`src/design/flash_ctrl_pkg.sv`:
```
// Constants, register map and carrier types for the FLASH control registers.
// Assumes a 10 MHz bus clock and an APB master with 32-bit data.
// How it works
// - Divider bits 6:0 take only the first write after reset; bit 7 read-only.
// - Divisor-loaded flag clears on reset, sets on first divider write.
// - Program and erase are blocked while the divisor-loaded flag is 0.
// - Prescale bit 6 selects bus clock divided by 8 as divider input.
// - Internal FLASH clock is the selected input divided by divisor plus one.
// - Each timing pulse is one internal FLASH clock; operations count whole pulses.
// - Options byte is copied from nonvolatile storage at reset only.
// - With key enable 0 the key comparison never lifts security.
// - Key values only count from secured code, never from debug writes.
// - Matching eight-byte key written in order lifts security until reset.
// - Redirection-disable bit 6 turns vector redirection off when 1.
// - Only security code 1:0 is unsecured; other codes are secure.
// - While secure, accesses from unsecured sources to RAM and FLASH are refused.
// - Security code becomes 1:0 after key match or all-blank check.
// - Key-access 0 makes key-location writes the first step of a command.
// - Key-access 1 captures key-location writes as comparison values.
// - Set key-access, write eight bytes in order, clear it; clear triggers compare.
// - Operation attempted before divider write is ignored and sets access error.
package flash_ctrl_pkg;
	// APB byte addresses
	localparam logic [7:0] ADDR_CLOCK_DIVIDER = 8'h00;
	localparam logic [7:0] ADDR_OPTIONS       = 8'h04;
	localparam logic [7:0] ADDR_CONFIGURATION = 8'h08;
	localparam logic [7:0] ADDR_STATUS        = 8'h0c;
	// Divider fields
	localparam int DIVLOAD_BIT  = 7;
	localparam int PRESCALE_BIT = 6;
	localparam int DIVISOR_MSB  = 5;
	localparam logic [2:0] PRESCALE_LAST = 3'h7; // Divide by 8
	// Options fields
	localparam int BACKDOOR_KEY_ENABLE_BIT  = 7;
	localparam int NORED_BIT  = 6;
	localparam logic [1:0] SEC_UNSECURED = 2'h2;
	// Configuration field
	localparam int KEY_ACCESS_BIT_BIT = 5;
	// Status fields
	localparam int ACCERR_BIT = 4;
	localparam int BLANK_BIT  = 2;
	// Key window in the CPU map
	localparam logic [15:0] KEY_BASE = 16'hffb0;
	localparam logic [2:0]  KEY_LAST = 3'h7;
	// Timing: FLASH clock limits
	localparam int INTERNAL_FLASH_CLOCK_MIN_KHZ = 150;
	localparam int INTERNAL_FLASH_CLOCK_MAX_KHZ = 200;
	localparam int BUS_KHZ      = 10000;
	// Reset values
	localparam logic [7:0] CLOCK_DIVIDER_RESET = 8'h00;
	localparam logic [7:0] CONFIGURATION_RESET = 8'h00;

	// A CPU-side write to the FLASH array space
	typedef struct packed {
		logic        valid;
		logic [15:0] addr;
		logic [7:0]  data;
		logic        from_secure;
		logic        from_debug;
	} cpu_write_type;
endpackage : flash_ctrl_pkg
```
`src/design/flash_ctrl.sv`:
```
// FLASH clock divider, options and configuration registers with key unlock.
// Assumes an APB master on clk and a CPU write port from the memory map.
`timescale 1ns/1ps
`default_nettype none
module flash_ctrl
	import flash_ctrl_pkg::*;
(
	// Clock and reset
	input  wire logic          clk,
	input  wire logic          reset_n,
	// APB slave
	input  wire logic          psel,
	input  wire logic          penable,
	input  wire logic          pwrite,
	input  wire logic [7:0]    paddr,
	input  wire logic [31:0]   pwdata,
	output logic      [31:0]   prdata,
	output logic               pready,
	output logic               pslverr,
	// Nonvolatile contents presented by the array
	input  wire logic [7:0]    nonvolatile_options_byte,
	input  wire logic [63:0]   stored_backdoor_key,
	// CPU writes to FLASH space and sequencer events
	input  wire cpu_write_type cpu_write,
	input  wire logic          blank_check_done,
	input  wire logic          blank_check_erased,
	input  wire logic          cpu_access,
	input  wire logic          cpu_access_secure,
	// Outputs to the sequencer and system
	output logic               command_start,
	output logic               program_erase_enable,
	output logic               flash_clock_pulse,
	output logic               device_secure,
	output logic               redirection_disable,
	output logic               access_refused
);
	typedef enum logic [1:0] {
		KEY_IDLE    = 2'b00,
		KEY_CAPTURE = 2'b01,
		KEY_COMPARE = 2'b11
	} key_state_type;

	logic [7:0]    divider_q;
	logic [7:0]    options_q;
	logic          options_loaded_q;
	logic          key_access_q;
	logic          access_error_q;
	logic          blank_q;
	logic [63:0]   key_capture_q;
	logic [2:0]    key_index_q;
	logic          key_order_ok_q;
	logic          key_secure_ok_q;
	key_state_type key_state_q;
	logic [2:0]    prescale_q;
	logic [5:0]    divide_q;
	logic          flash_clock_pulse_q;
	logic          command_start_q;
	logic          access_refused_q;
	logic          apb_write;
	logic          apb_write_done;
	logic          key_window_hit;
	logic          prescale_tick;
	logic          op_attempt;

	// Bus access decode; the slave answers in the first access cycle
	assign pready    = 1'b1;
	assign pslverr   = 1'b0;
	assign apb_write = psel & penable & pwrite;
	assign apb_write_done = apb_write;

	// Read mux, registered data on completion is not required by APB
	always_comb begin
		prdata = 32'h0000_0000;
		case (paddr)
			ADDR_CLOCK_DIVIDER: prdata = {24'h00_0000, divider_q};
			ADDR_OPTIONS:       prdata = {24'h00_0000, options_q};
			ADDR_CONFIGURATION: prdata = {26'h000_0000, key_access_q, 5'h00};
			ADDR_STATUS:        prdata = {27'h000_0000, access_error_q, 1'b0, blank_q, 2'h0};
			default:            prdata = 32'h0000_0000;
		endcase
	end

	// Divider register: seven bits written once, load flag set by that write
	always_ff @(posedge clk or negedge reset_n) begin
		if (!reset_n) begin
			divider_q <= CLOCK_DIVIDER_RESET;
		end else if (apb_write_done && paddr == ADDR_CLOCK_DIVIDER && !divider_q[DIVLOAD_BIT]) begin
			divider_q <= {1'b1, pwdata[6:0]};
		end
	end

	assign program_erase_enable = divider_q[DIVLOAD_BIT];

	// Prescaler of eight, bypassed when the prescale bit is clear
	always_ff @(posedge clk or negedge reset_n) begin
		if (!reset_n) begin
			prescale_q <= 3'h0;
		end else begin
			prescale_q <= prescale_q + 3'h1;
		end
	end
	assign prescale_tick = divider_q[PRESCALE_BIT] ? (prescale_q == PRESCALE_LAST) : 1'b1;

	// Divide by divisor plus one; one pulse per internal FLASH clock period
	always_ff @(posedge clk or negedge reset_n) begin
		if (!reset_n) begin
			divide_q            <= 6'h00;
			flash_clock_pulse_q <= 1'b0;
		end else begin
			flash_clock_pulse_q <= 1'b0;
			if (!divider_q[DIVLOAD_BIT]) begin
				divide_q <= 6'h00;
			end else if (prescale_tick) begin
				if (divide_q == divider_q[DIVISOR_MSB:0]) begin
					divide_q            <= 6'h00;
					flash_clock_pulse_q <= 1'b1;
				end else begin
					divide_q <= divide_q + 6'h01;
				end
			end
		end
	end
	assign flash_clock_pulse = flash_clock_pulse_q;

	// Options load after reset release, then only the unlock paths change it
	always_ff @(posedge clk or negedge reset_n) begin
		if (!reset_n) begin
			options_q        <= 8'hff;
			options_loaded_q <= 1'b0;
		end else if (!options_loaded_q) begin
			options_q        <= nonvolatile_options_byte;
			options_loaded_q <= 1'b1;
		end else if ((key_state_q == KEY_COMPARE && options_q[BACKDOOR_KEY_ENABLE_BIT] && key_order_ok_q
				&& key_secure_ok_q && key_capture_q == stored_backdoor_key)
				|| (blank_check_done && blank_check_erased)) begin
			options_q[1:0] <= SEC_UNSECURED;
		end
	end

	assign device_secure       = !options_loaded_q || options_q[1:0] != SEC_UNSECURED;
	assign redirection_disable = options_q[NORED_BIT];

	// Configuration register holds the key access bit
	always_ff @(posedge clk or negedge reset_n) begin
		if (!reset_n) begin
			key_access_q <= 1'b0;
		end else if (apb_write_done && paddr == ADDR_CONFIGURATION) begin
			key_access_q <= pwdata[KEY_ACCESS_BIT_BIT];
		end
	end

	assign key_window_hit = cpu_write.valid && cpu_write.addr[15:3] == KEY_BASE[15:3];

	// Key entry: capture in order while key access is set, compare on its clear
	always_ff @(posedge clk or negedge reset_n) begin
		if (!reset_n) begin
			key_state_q     <= KEY_IDLE;
			key_capture_q   <= 64'h0;
			key_index_q     <= 3'h0;
			key_order_ok_q  <= 1'b1;
			key_secure_ok_q <= 1'b1;
		end else begin
			case (key_state_q)
				KEY_IDLE: begin
					key_index_q     <= 3'h0;
					key_order_ok_q  <= 1'b1;
					key_secure_ok_q <= 1'b1;
					if (key_access_q) begin
						key_state_q <= KEY_CAPTURE;
					end
				end
				KEY_CAPTURE: begin
					if (key_window_hit) begin
						key_capture_q[8*(7-cpu_write.addr[2:0]) +: 8] <= cpu_write.data;
						key_index_q <= key_index_q + 3'h1;
						if (cpu_write.addr[2:0] != key_index_q) begin
							key_order_ok_q <= 1'b0;
						end
						if (!cpu_write.from_secure || cpu_write.from_debug) begin
							key_secure_ok_q <= 1'b0;
						end
					end
					if (!key_access_q) begin
						key_state_q <= KEY_COMPARE;
					end
				end
				KEY_COMPARE: begin
					key_state_q <= KEY_IDLE;
				end
				default: key_state_q <= KEY_IDLE;
			endcase
		end
	end

	assign op_attempt = key_window_hit && !key_access_q;

	// Command start and access error on key-window writes while key access is clear
	always_ff @(posedge clk or negedge reset_n) begin
		if (!reset_n) begin
			command_start_q <= 1'b0;
			access_error_q  <= 1'b0;
		end else begin
			command_start_q <= op_attempt && divider_q[DIVLOAD_BIT];
			if (op_attempt && !divider_q[DIVLOAD_BIT]) begin
				access_error_q <= 1'b1;
			end else if (apb_write_done && paddr == ADDR_STATUS && pwdata[ACCERR_BIT]) begin
				access_error_q <= 1'b0;
			end
		end
	end
	assign command_start = command_start_q;

	// Blank result flag
	always_ff @(posedge clk or negedge reset_n) begin
		if (!reset_n) begin
			blank_q <= 1'b0;
		end else if (blank_check_done) begin
			blank_q <= blank_check_erased;
		end
	end

	// Refuse RAM and FLASH accesses from unsecured sources while secure
	always_ff @(posedge clk or negedge reset_n) begin
		if (!reset_n) begin
			access_refused_q <= 1'b0;
		end else begin
			access_refused_q <= cpu_access && !cpu_access_secure && device_secure;
		end
	end
	assign access_refused = access_refused_q;

	// Assertions
	AST_DIV_ONCE: assert property (@(posedge clk) disable iff (!reset_n)
		$past(divider_q[DIVLOAD_BIT]) |-> $stable(divider_q))
		else $error("divider changed after first write");
	AST_LOAD_SET: assert property (@(posedge clk) disable iff (!reset_n)
		apb_write && paddr == ADDR_CLOCK_DIVIDER |=> divider_q[DIVLOAD_BIT])
		else $error("load flag not set by divider write");
	AST_NO_CMD_UNLOADED: assert property (@(posedge clk) disable iff (!reset_n)
		command_start |-> divider_q[DIVLOAD_BIT])
		else $error("command started before divider load");
	AST_ACCERR: assert property (@(posedge clk) disable iff (!reset_n)
		op_attempt && !divider_q[DIVLOAD_BIT] |=> access_error_q && !command_start)
		else $error("access error missing");
	AST_CMD_START: assert property (@(posedge clk) disable iff (!reset_n)
		op_attempt && divider_q[DIVLOAD_BIT] |=> command_start)
		else $error("command step missing");
	AST_NO_CMD_KEY_ACCESS_BIT: assert property (@(posedge clk) disable iff (!reset_n)
		key_window_hit && key_access_q |=> !command_start)
		else $error("key write started a command");
	AST_SECURE_DECODE: assert property (@(posedge clk) disable iff (!reset_n)
		options_loaded_q |-> device_secure == (options_q[1:0] != 2'h2))
		else $error("security decode wrong");
	AST_BACKDOOR_KEY_ENABLE_OFF: assert property (@(posedge clk) disable iff (!reset_n)
		options_loaded_q && !options_q[BACKDOOR_KEY_ENABLE_BIT] && device_secure && !blank_check_done
		|=> device_secure)
		else $error("unlocked with key disabled");
	AST_PULSE_GAP: assert property (@(posedge clk) disable iff (!reset_n)
		flash_clock_pulse && divider_q[PRESCALE_BIT] |-> $past(prescale_q) == PRESCALE_LAST)
		else $error("prescaled pulse off the prescaler boundary");
	AST_PULSE_SPACING: assert property (@(posedge clk) disable iff (!reset_n)
		flash_clock_pulse && divider_q[DIVISOR_MSB:0] != 6'h00 |=> !flash_clock_pulse)
		else $error("pulses closer than divisor allows");
	AST_REFUSE: assert property (@(posedge clk) disable iff (!reset_n)
		cpu_access && !cpu_access_secure && device_secure |=> access_refused)
		else $error("unsecured access not refused");
endmodule // flash_ctrl
`default_nettype wire

```
`config.mk`:
```
export PLATFORM = sky130hd
export DESIGN_NAME = flash_ctrl
export DESIGN_NICKNAME = d
export VERILOG_FILES = /design/src/design/flash_ctrl_pkg.sv /design/src/design/flash_ctrl.sv
export SDC_FILE = /design/constraint.sdc
export NUM_CORES = 1
export LEC_CHECK = 0
export BUFFER_PORTS_ARGS = -buffer_cell sky130_fd_sc_hd__buf_4
export CAP_MARGIN = 20
export CORE_ASPECT_RATIO = 1.4
export CORE_MARGIN = 2
export CORE_UTILIZATION = 51
export DETAILED_ROUTE_END_ITERATION = 10
export GPL_TIMING_DRIVEN = 1
export HOLD_SLACK_MARGIN = 0.08
export PLACE_DENSITY = 0.9
export SLEW_MARGIN = 0
export SYNTH_ARGS = -nofsm -noshare
export SYNTH_HDL_FRONTEND = slang
export SYNTH_SLANG_ARGS = --single-unit
```
`constraint.sdc`:
```
create_clock -name clk -period 2.2 [get_ports clk]
set_clock_uncertainty 0.15 [all_clocks]
set_input_delay 0.22 -clock clk [delete_from_list [all_inputs] [get_ports clk]]
set_output_delay 0.22 -clock clk [all_outputs]
set_load 0.01 [all_outputs]
```
==> impl.org <==
** Yosys
- Counting every instance in the synthesized netlist gives 484.
- During synthesis, Yosys emitted a total of 0 warnings.
- Of the post-synthesis cell area, the dominant cell type holds 42.6%.
- dfrtp_1 takes more of the synthesized area than any other cell.
- Ranked by total cell area, the synthesized netlist is headed by dfrtp_1 43%, mux2_2 15%, xnor2_1 6.2%.
- Among all flip-flop cells after synthesis, the most frequent one is dfrtp_1.
- Averaged over all synthesized cells, the footprint is 11.3 um^2.
- Of all flip-flops after synthesis, the portion carrying an async set or reset was 100%.
- Sequential elements use 47.4% of the synthesized area.
- Counting distinct cell types in the post-synthesis netlist gives 52.
- Cell area after technology mapping :: 5470 um^2
- Flip-flop and latch count after synthesis :: 103
- Yosys mapped a number of flops with a built-in enable equal to 0.

** Worst setup path
- STA classifies the critical path endpoint as a flip-flop.
- Start of the worst register-to-register path :: options_q[7]$_DFFE_PN1N_
- Biggest fanout along the worst timing path :: 3
- Worst setup startpoint :: options_q[7]$_DFFE_PN1N_
- Startpoint kind of the worst setup timing path :: flip-flop
- The most numerous cell type found on the critical path is nand4_1.
- Data required time at the worst endpoint :: 2.32 ns
- Critical Setup Path Class :: reg2reg
- Cell breakdown of the critical path :: nand4_1 -> nor4_1 -> and4_1 -> nand4_1 -> a41o_1
- For this run, the slowest stage of the critical path takes 0.56 ns.
- Data arrives at the worst endpoint at 2.21 ns.
- Max stage delay cell, worst path :: dfstp_2

** STA
- Dividing the final minimum period by the clock period gives 94.6%.
- In this run the tightest slew margin relative to its limit is 60.4%.
- Setup total negative slack on the finished layout was measured at 0 ns.
- The max-slew violation count came to 0.
- Setup Viol. Count Final :: 0
- Max frequency :: 480 MHz
- Worst-margin pin slew :: 0.590 ns
- Setup repair after global routing left no endpoint under its margin.
- Hold Violations, Final :: 0
- The worst path in the final design needs a cycle of 2.08 ns, including I/O delays and setup.

** Routing
- Total length of routed met2 wires :: 7860 um
- Number of vias per cell after detailed routing :: 5.40
- Routed wire length :: 14500 um
- Once detail routing completed, the nets flagged for antenna violations numbered 0.
- Count of TritonRoute iterations in the first routing pass :: 4
- Met1 wire length :: 5150 um
- After detailed routing, the number of remaining DRC violations is 0.
- Wire segments on met3 add up to 998 um in the final route.
- Summing over every cut layer, the via total after detailed routing is 4360.
- In this run, the number of DRC markers left after iteration 0 of detailed routing was 174.
- Max Used Layer :: met4
- Wirelength per Cell :: 17.9 um

** CTS
- Clock latency at the later pin of the worst-skew pair :: 0.35 ns
- Clock-pin transition on the worst setup and hold timing paths :: 0.07 ns
- H-tree levels :: 3
- The root buffer cell chosen for the clock tree is clkbuf_16.
- The clock passes through at most 2 buffers.
- Number of buffers created by CTS :: 9
- The clock net in this run drives a total of 103 sinks.
- TritonCTS built the clock tree.
- Post-CTS Setup Repair Bufs :: 0

** Finish
- The post-route netlist has 39.3% of its cells at a drive strength greater than 1.
- From synthesis to final layout, the design area changed by 32.7%.
- Layout net count :: 819
- 0 antenna diodes ended up in the layout.
- After routing the design area is 7260 um^2.
- Filler cell count :: 721
- The count of cells in the finished layout, fillers not included, comes to 808.

** GRT
- Entering global routing, the biggest net connects 52 pins.
- Number of global-route vias before repair :: 4759
- The first global-routing pass estimated 23200 um of wire.
- Global routing consumed, over all layers together, 25.6% of the routing resources.
- The initial antenna violation count was 0.
- For this run the aggregate overflow at the end of global routing stands at 0.

** Job
- The tool flagged a number of max-cap violations equal to 0.

** Placed design
- The congestion estimate from routability-driven global placement came to 0.872.
- Including well taps, the total number of placed cells is 761.
- Dpl hpwl :: 10500 um
- Number of I/O port buffers :: 136
- Total placed instance area :: 6640 um^2

** Floorplanning
- Floorplan Core Area :: 10400 um^2
- In this run the count of I/O pins placed on the die edge is 188.
- Initial Utilization :: 52.5%
- The die is 127 um tall.
- The initialized floorplan defines 44 standard-cell rows.
- Die outline area :: 11600 um^2
- The floorplan step set the die width to 91.5 um.

** Power
- The share of total power dissipated in combinational logic is 13.5%.
- Power spread over the standard cell area amounts to 563 nW/um^2.
- Net switching is 25.3% of the power.
- Leakage power summed over all cells :: 3.54 nW
- Per report_power, the clock group accounts for 37.9% of the total.
- Relative contribution of sequential cells to total power :: 48.7%
- Summed over all nets, the switching power comes to 0.00103 W.
- Worst ir drop on vdd :: 0.510 mV
- Post-route total power :: 0.00408 W
- Cell Int Power :: 0.00305 W

** Hold path
- The startpoint identified for the worst hold timing path is cpu_write[0].
- The worst hold path belongs to the class in2reg.

** Run status
- The run finished with clean final reports.
-- what timing repair did --
| item | CTS | global route |
|---|---|---|
| endpoints found under the hold margin | 113 | 0 |
| resized for setup | 0 | 4 |
| endpoints found under the setup margin | 0 | 2 |
| hold buffers | 31 | 0 |
-- state kept, by name, summed over array words and instances (netlist names) --
register,cells
key_state_q,2
access_refused,1
key_index_q,3
options_q,8
key_order_ok_q,1
prescale_q,3
divider_q,8
options_loaded_q,1
command_start,1
flash_clock_pulse,1
access_error_q,1
key_access_q,1
blank_q,1
divide_q,6
key_capture_q,64
key_secure_ok_q,1
-- routing by layer --
layer / GRT usage, % / vias to the layer above
met5: 0 / -
met4: 10.8 / 0
met3: 6.29 / 34
met2: 47.3 / 191
met1: 27.5 / 2128
li1: - / 2007
-- layout make-up --
| type | count | area [um^2] | share of cell area, % |
|---|---|---|---|
| Tap cell | 138 | 173 | 2.38 |
| Clock buffer | 10 | 239 | 3.29 |
| Clock inverter | 6 | 51.3 | 0.707 |
| Sequential cell | 103 | 2590 | 35.7 |
| Inverter | 19 | 71.3 | 0.983 |
| Timing Repair Buffer | 181 | 1460 | 20.1 |
| Multi-Input combinational cell | 351 | 2670 | 36.8 |
-- per-stage QoR --
step | hold WS (ns) | util, % | worst slack (ns)
floorplan | -0.226 | - | 0.177
global placement | 0.0463 | 63.8 | 0.0994
detailed placement | 0.0463 | 63.8 | 0.0185
CTS | 0.0855 | 69.6 | 0.0782
global route | 0.102 | 69.7 | 0.00194
finish | 0.0843 | 69.7 | 0.118
-- cells in the final DEF, fill, tap and decap left out, drive strengths merged, types with 2 or more instances in the layout --
cell         synthesis  routed
buf                 31     150
and4                 2       2
nor2b               16      16
nor2                24      24
o22ai                4       4
a31oi                2       2
or2                  2       2
o31ai                2       2
nor3                 3       3
ha                   6       6
a21oi                2       2
dlygate4sd3          0      31
dfrtp               93      93
a221oi               3       3
or3                  2       2
clkinv               0       3
o21ai               22      22
nor4                 9       9
clkbuf               5      10
a22o                 4       4
nand2b               3       3
nand4               19      19
mux2                72      72
a2111oi              4       4
conb                 2      27
inv                 19      22
nand3                9       9
dfstp               10      10
xnor2               39      39
xor2                19      19
mux2i                7       7
nand2               37      37
nand3b               3       3
-- final timing paths --
path                            slack [ns]  cells past startpoint                       endpoint
worst max-delay path                  0.12                      5       options_q[0]$_DFFE_PN1P_
worst min-delay path                  0.08                      4    key_secure_ok_q$_DFFE_PN1P_
worst max register to register        0.12                      5       options_q[0]$_DFFE_PN1P_
worst min register to register        0.27                      1        prescale_q[0]$_DFF_PN0_
max in group asynchronous             1.01                      3       options_q[3]$_DFFE_PN1N_
min in group asynchronous             0.22                      2  key_capture_q[17]$_DFFE_PN0P_
-- synth_stat cells, types with 3 or more instances --
library cell  number
nor2b_1           16
dfrtp_1           93
o22ai_1            4
inv_1             19
ha_1               6
a2111oi_0          4
xor2_1            19
nand2b_1           3
mux2_2            72
buf_4             27
xnor2_1           39
nor4_1             8
mux2i_1            7
dfstp_2           10
o21ai_0           20
a221oi_1           3
a22o_1             4
clkbuf_1           4
nor2_1            23
nand3_1            7
nand4_1           17
buf_2              3
nand2_1           36
-- power by group through the flow --
stage	Combinational [W]	Clock, W	Sequential, W
floorplan	0.000252	0	0.00199
global placement	0.000480	0	0.00202
detailed placement	0.000496	0	0.00202
CTS	0.000544	0.00157	0.00199
global route	0.000595	0.00165	0.00199
finish	0.000549	0.00155	0.00199
-- cell families after synthesis --
kind of cell | share of synthesized area (%)
compound gates | 5.61
xor+xnor | 9.29
fa+ha+maj | 1.37
buf+inv | 5.72
flops | 47.4
mux | 16.1
other cells | 0.137
simple gates | 14.4
-- critical path: cells and delay by family, from the launching register on --
family	cells	cell delay, ns
flops	1	0.56
compound gates	1	0.29
simple gates	4	1.02
Note: power is estimated with default switching activity, not from simulation.
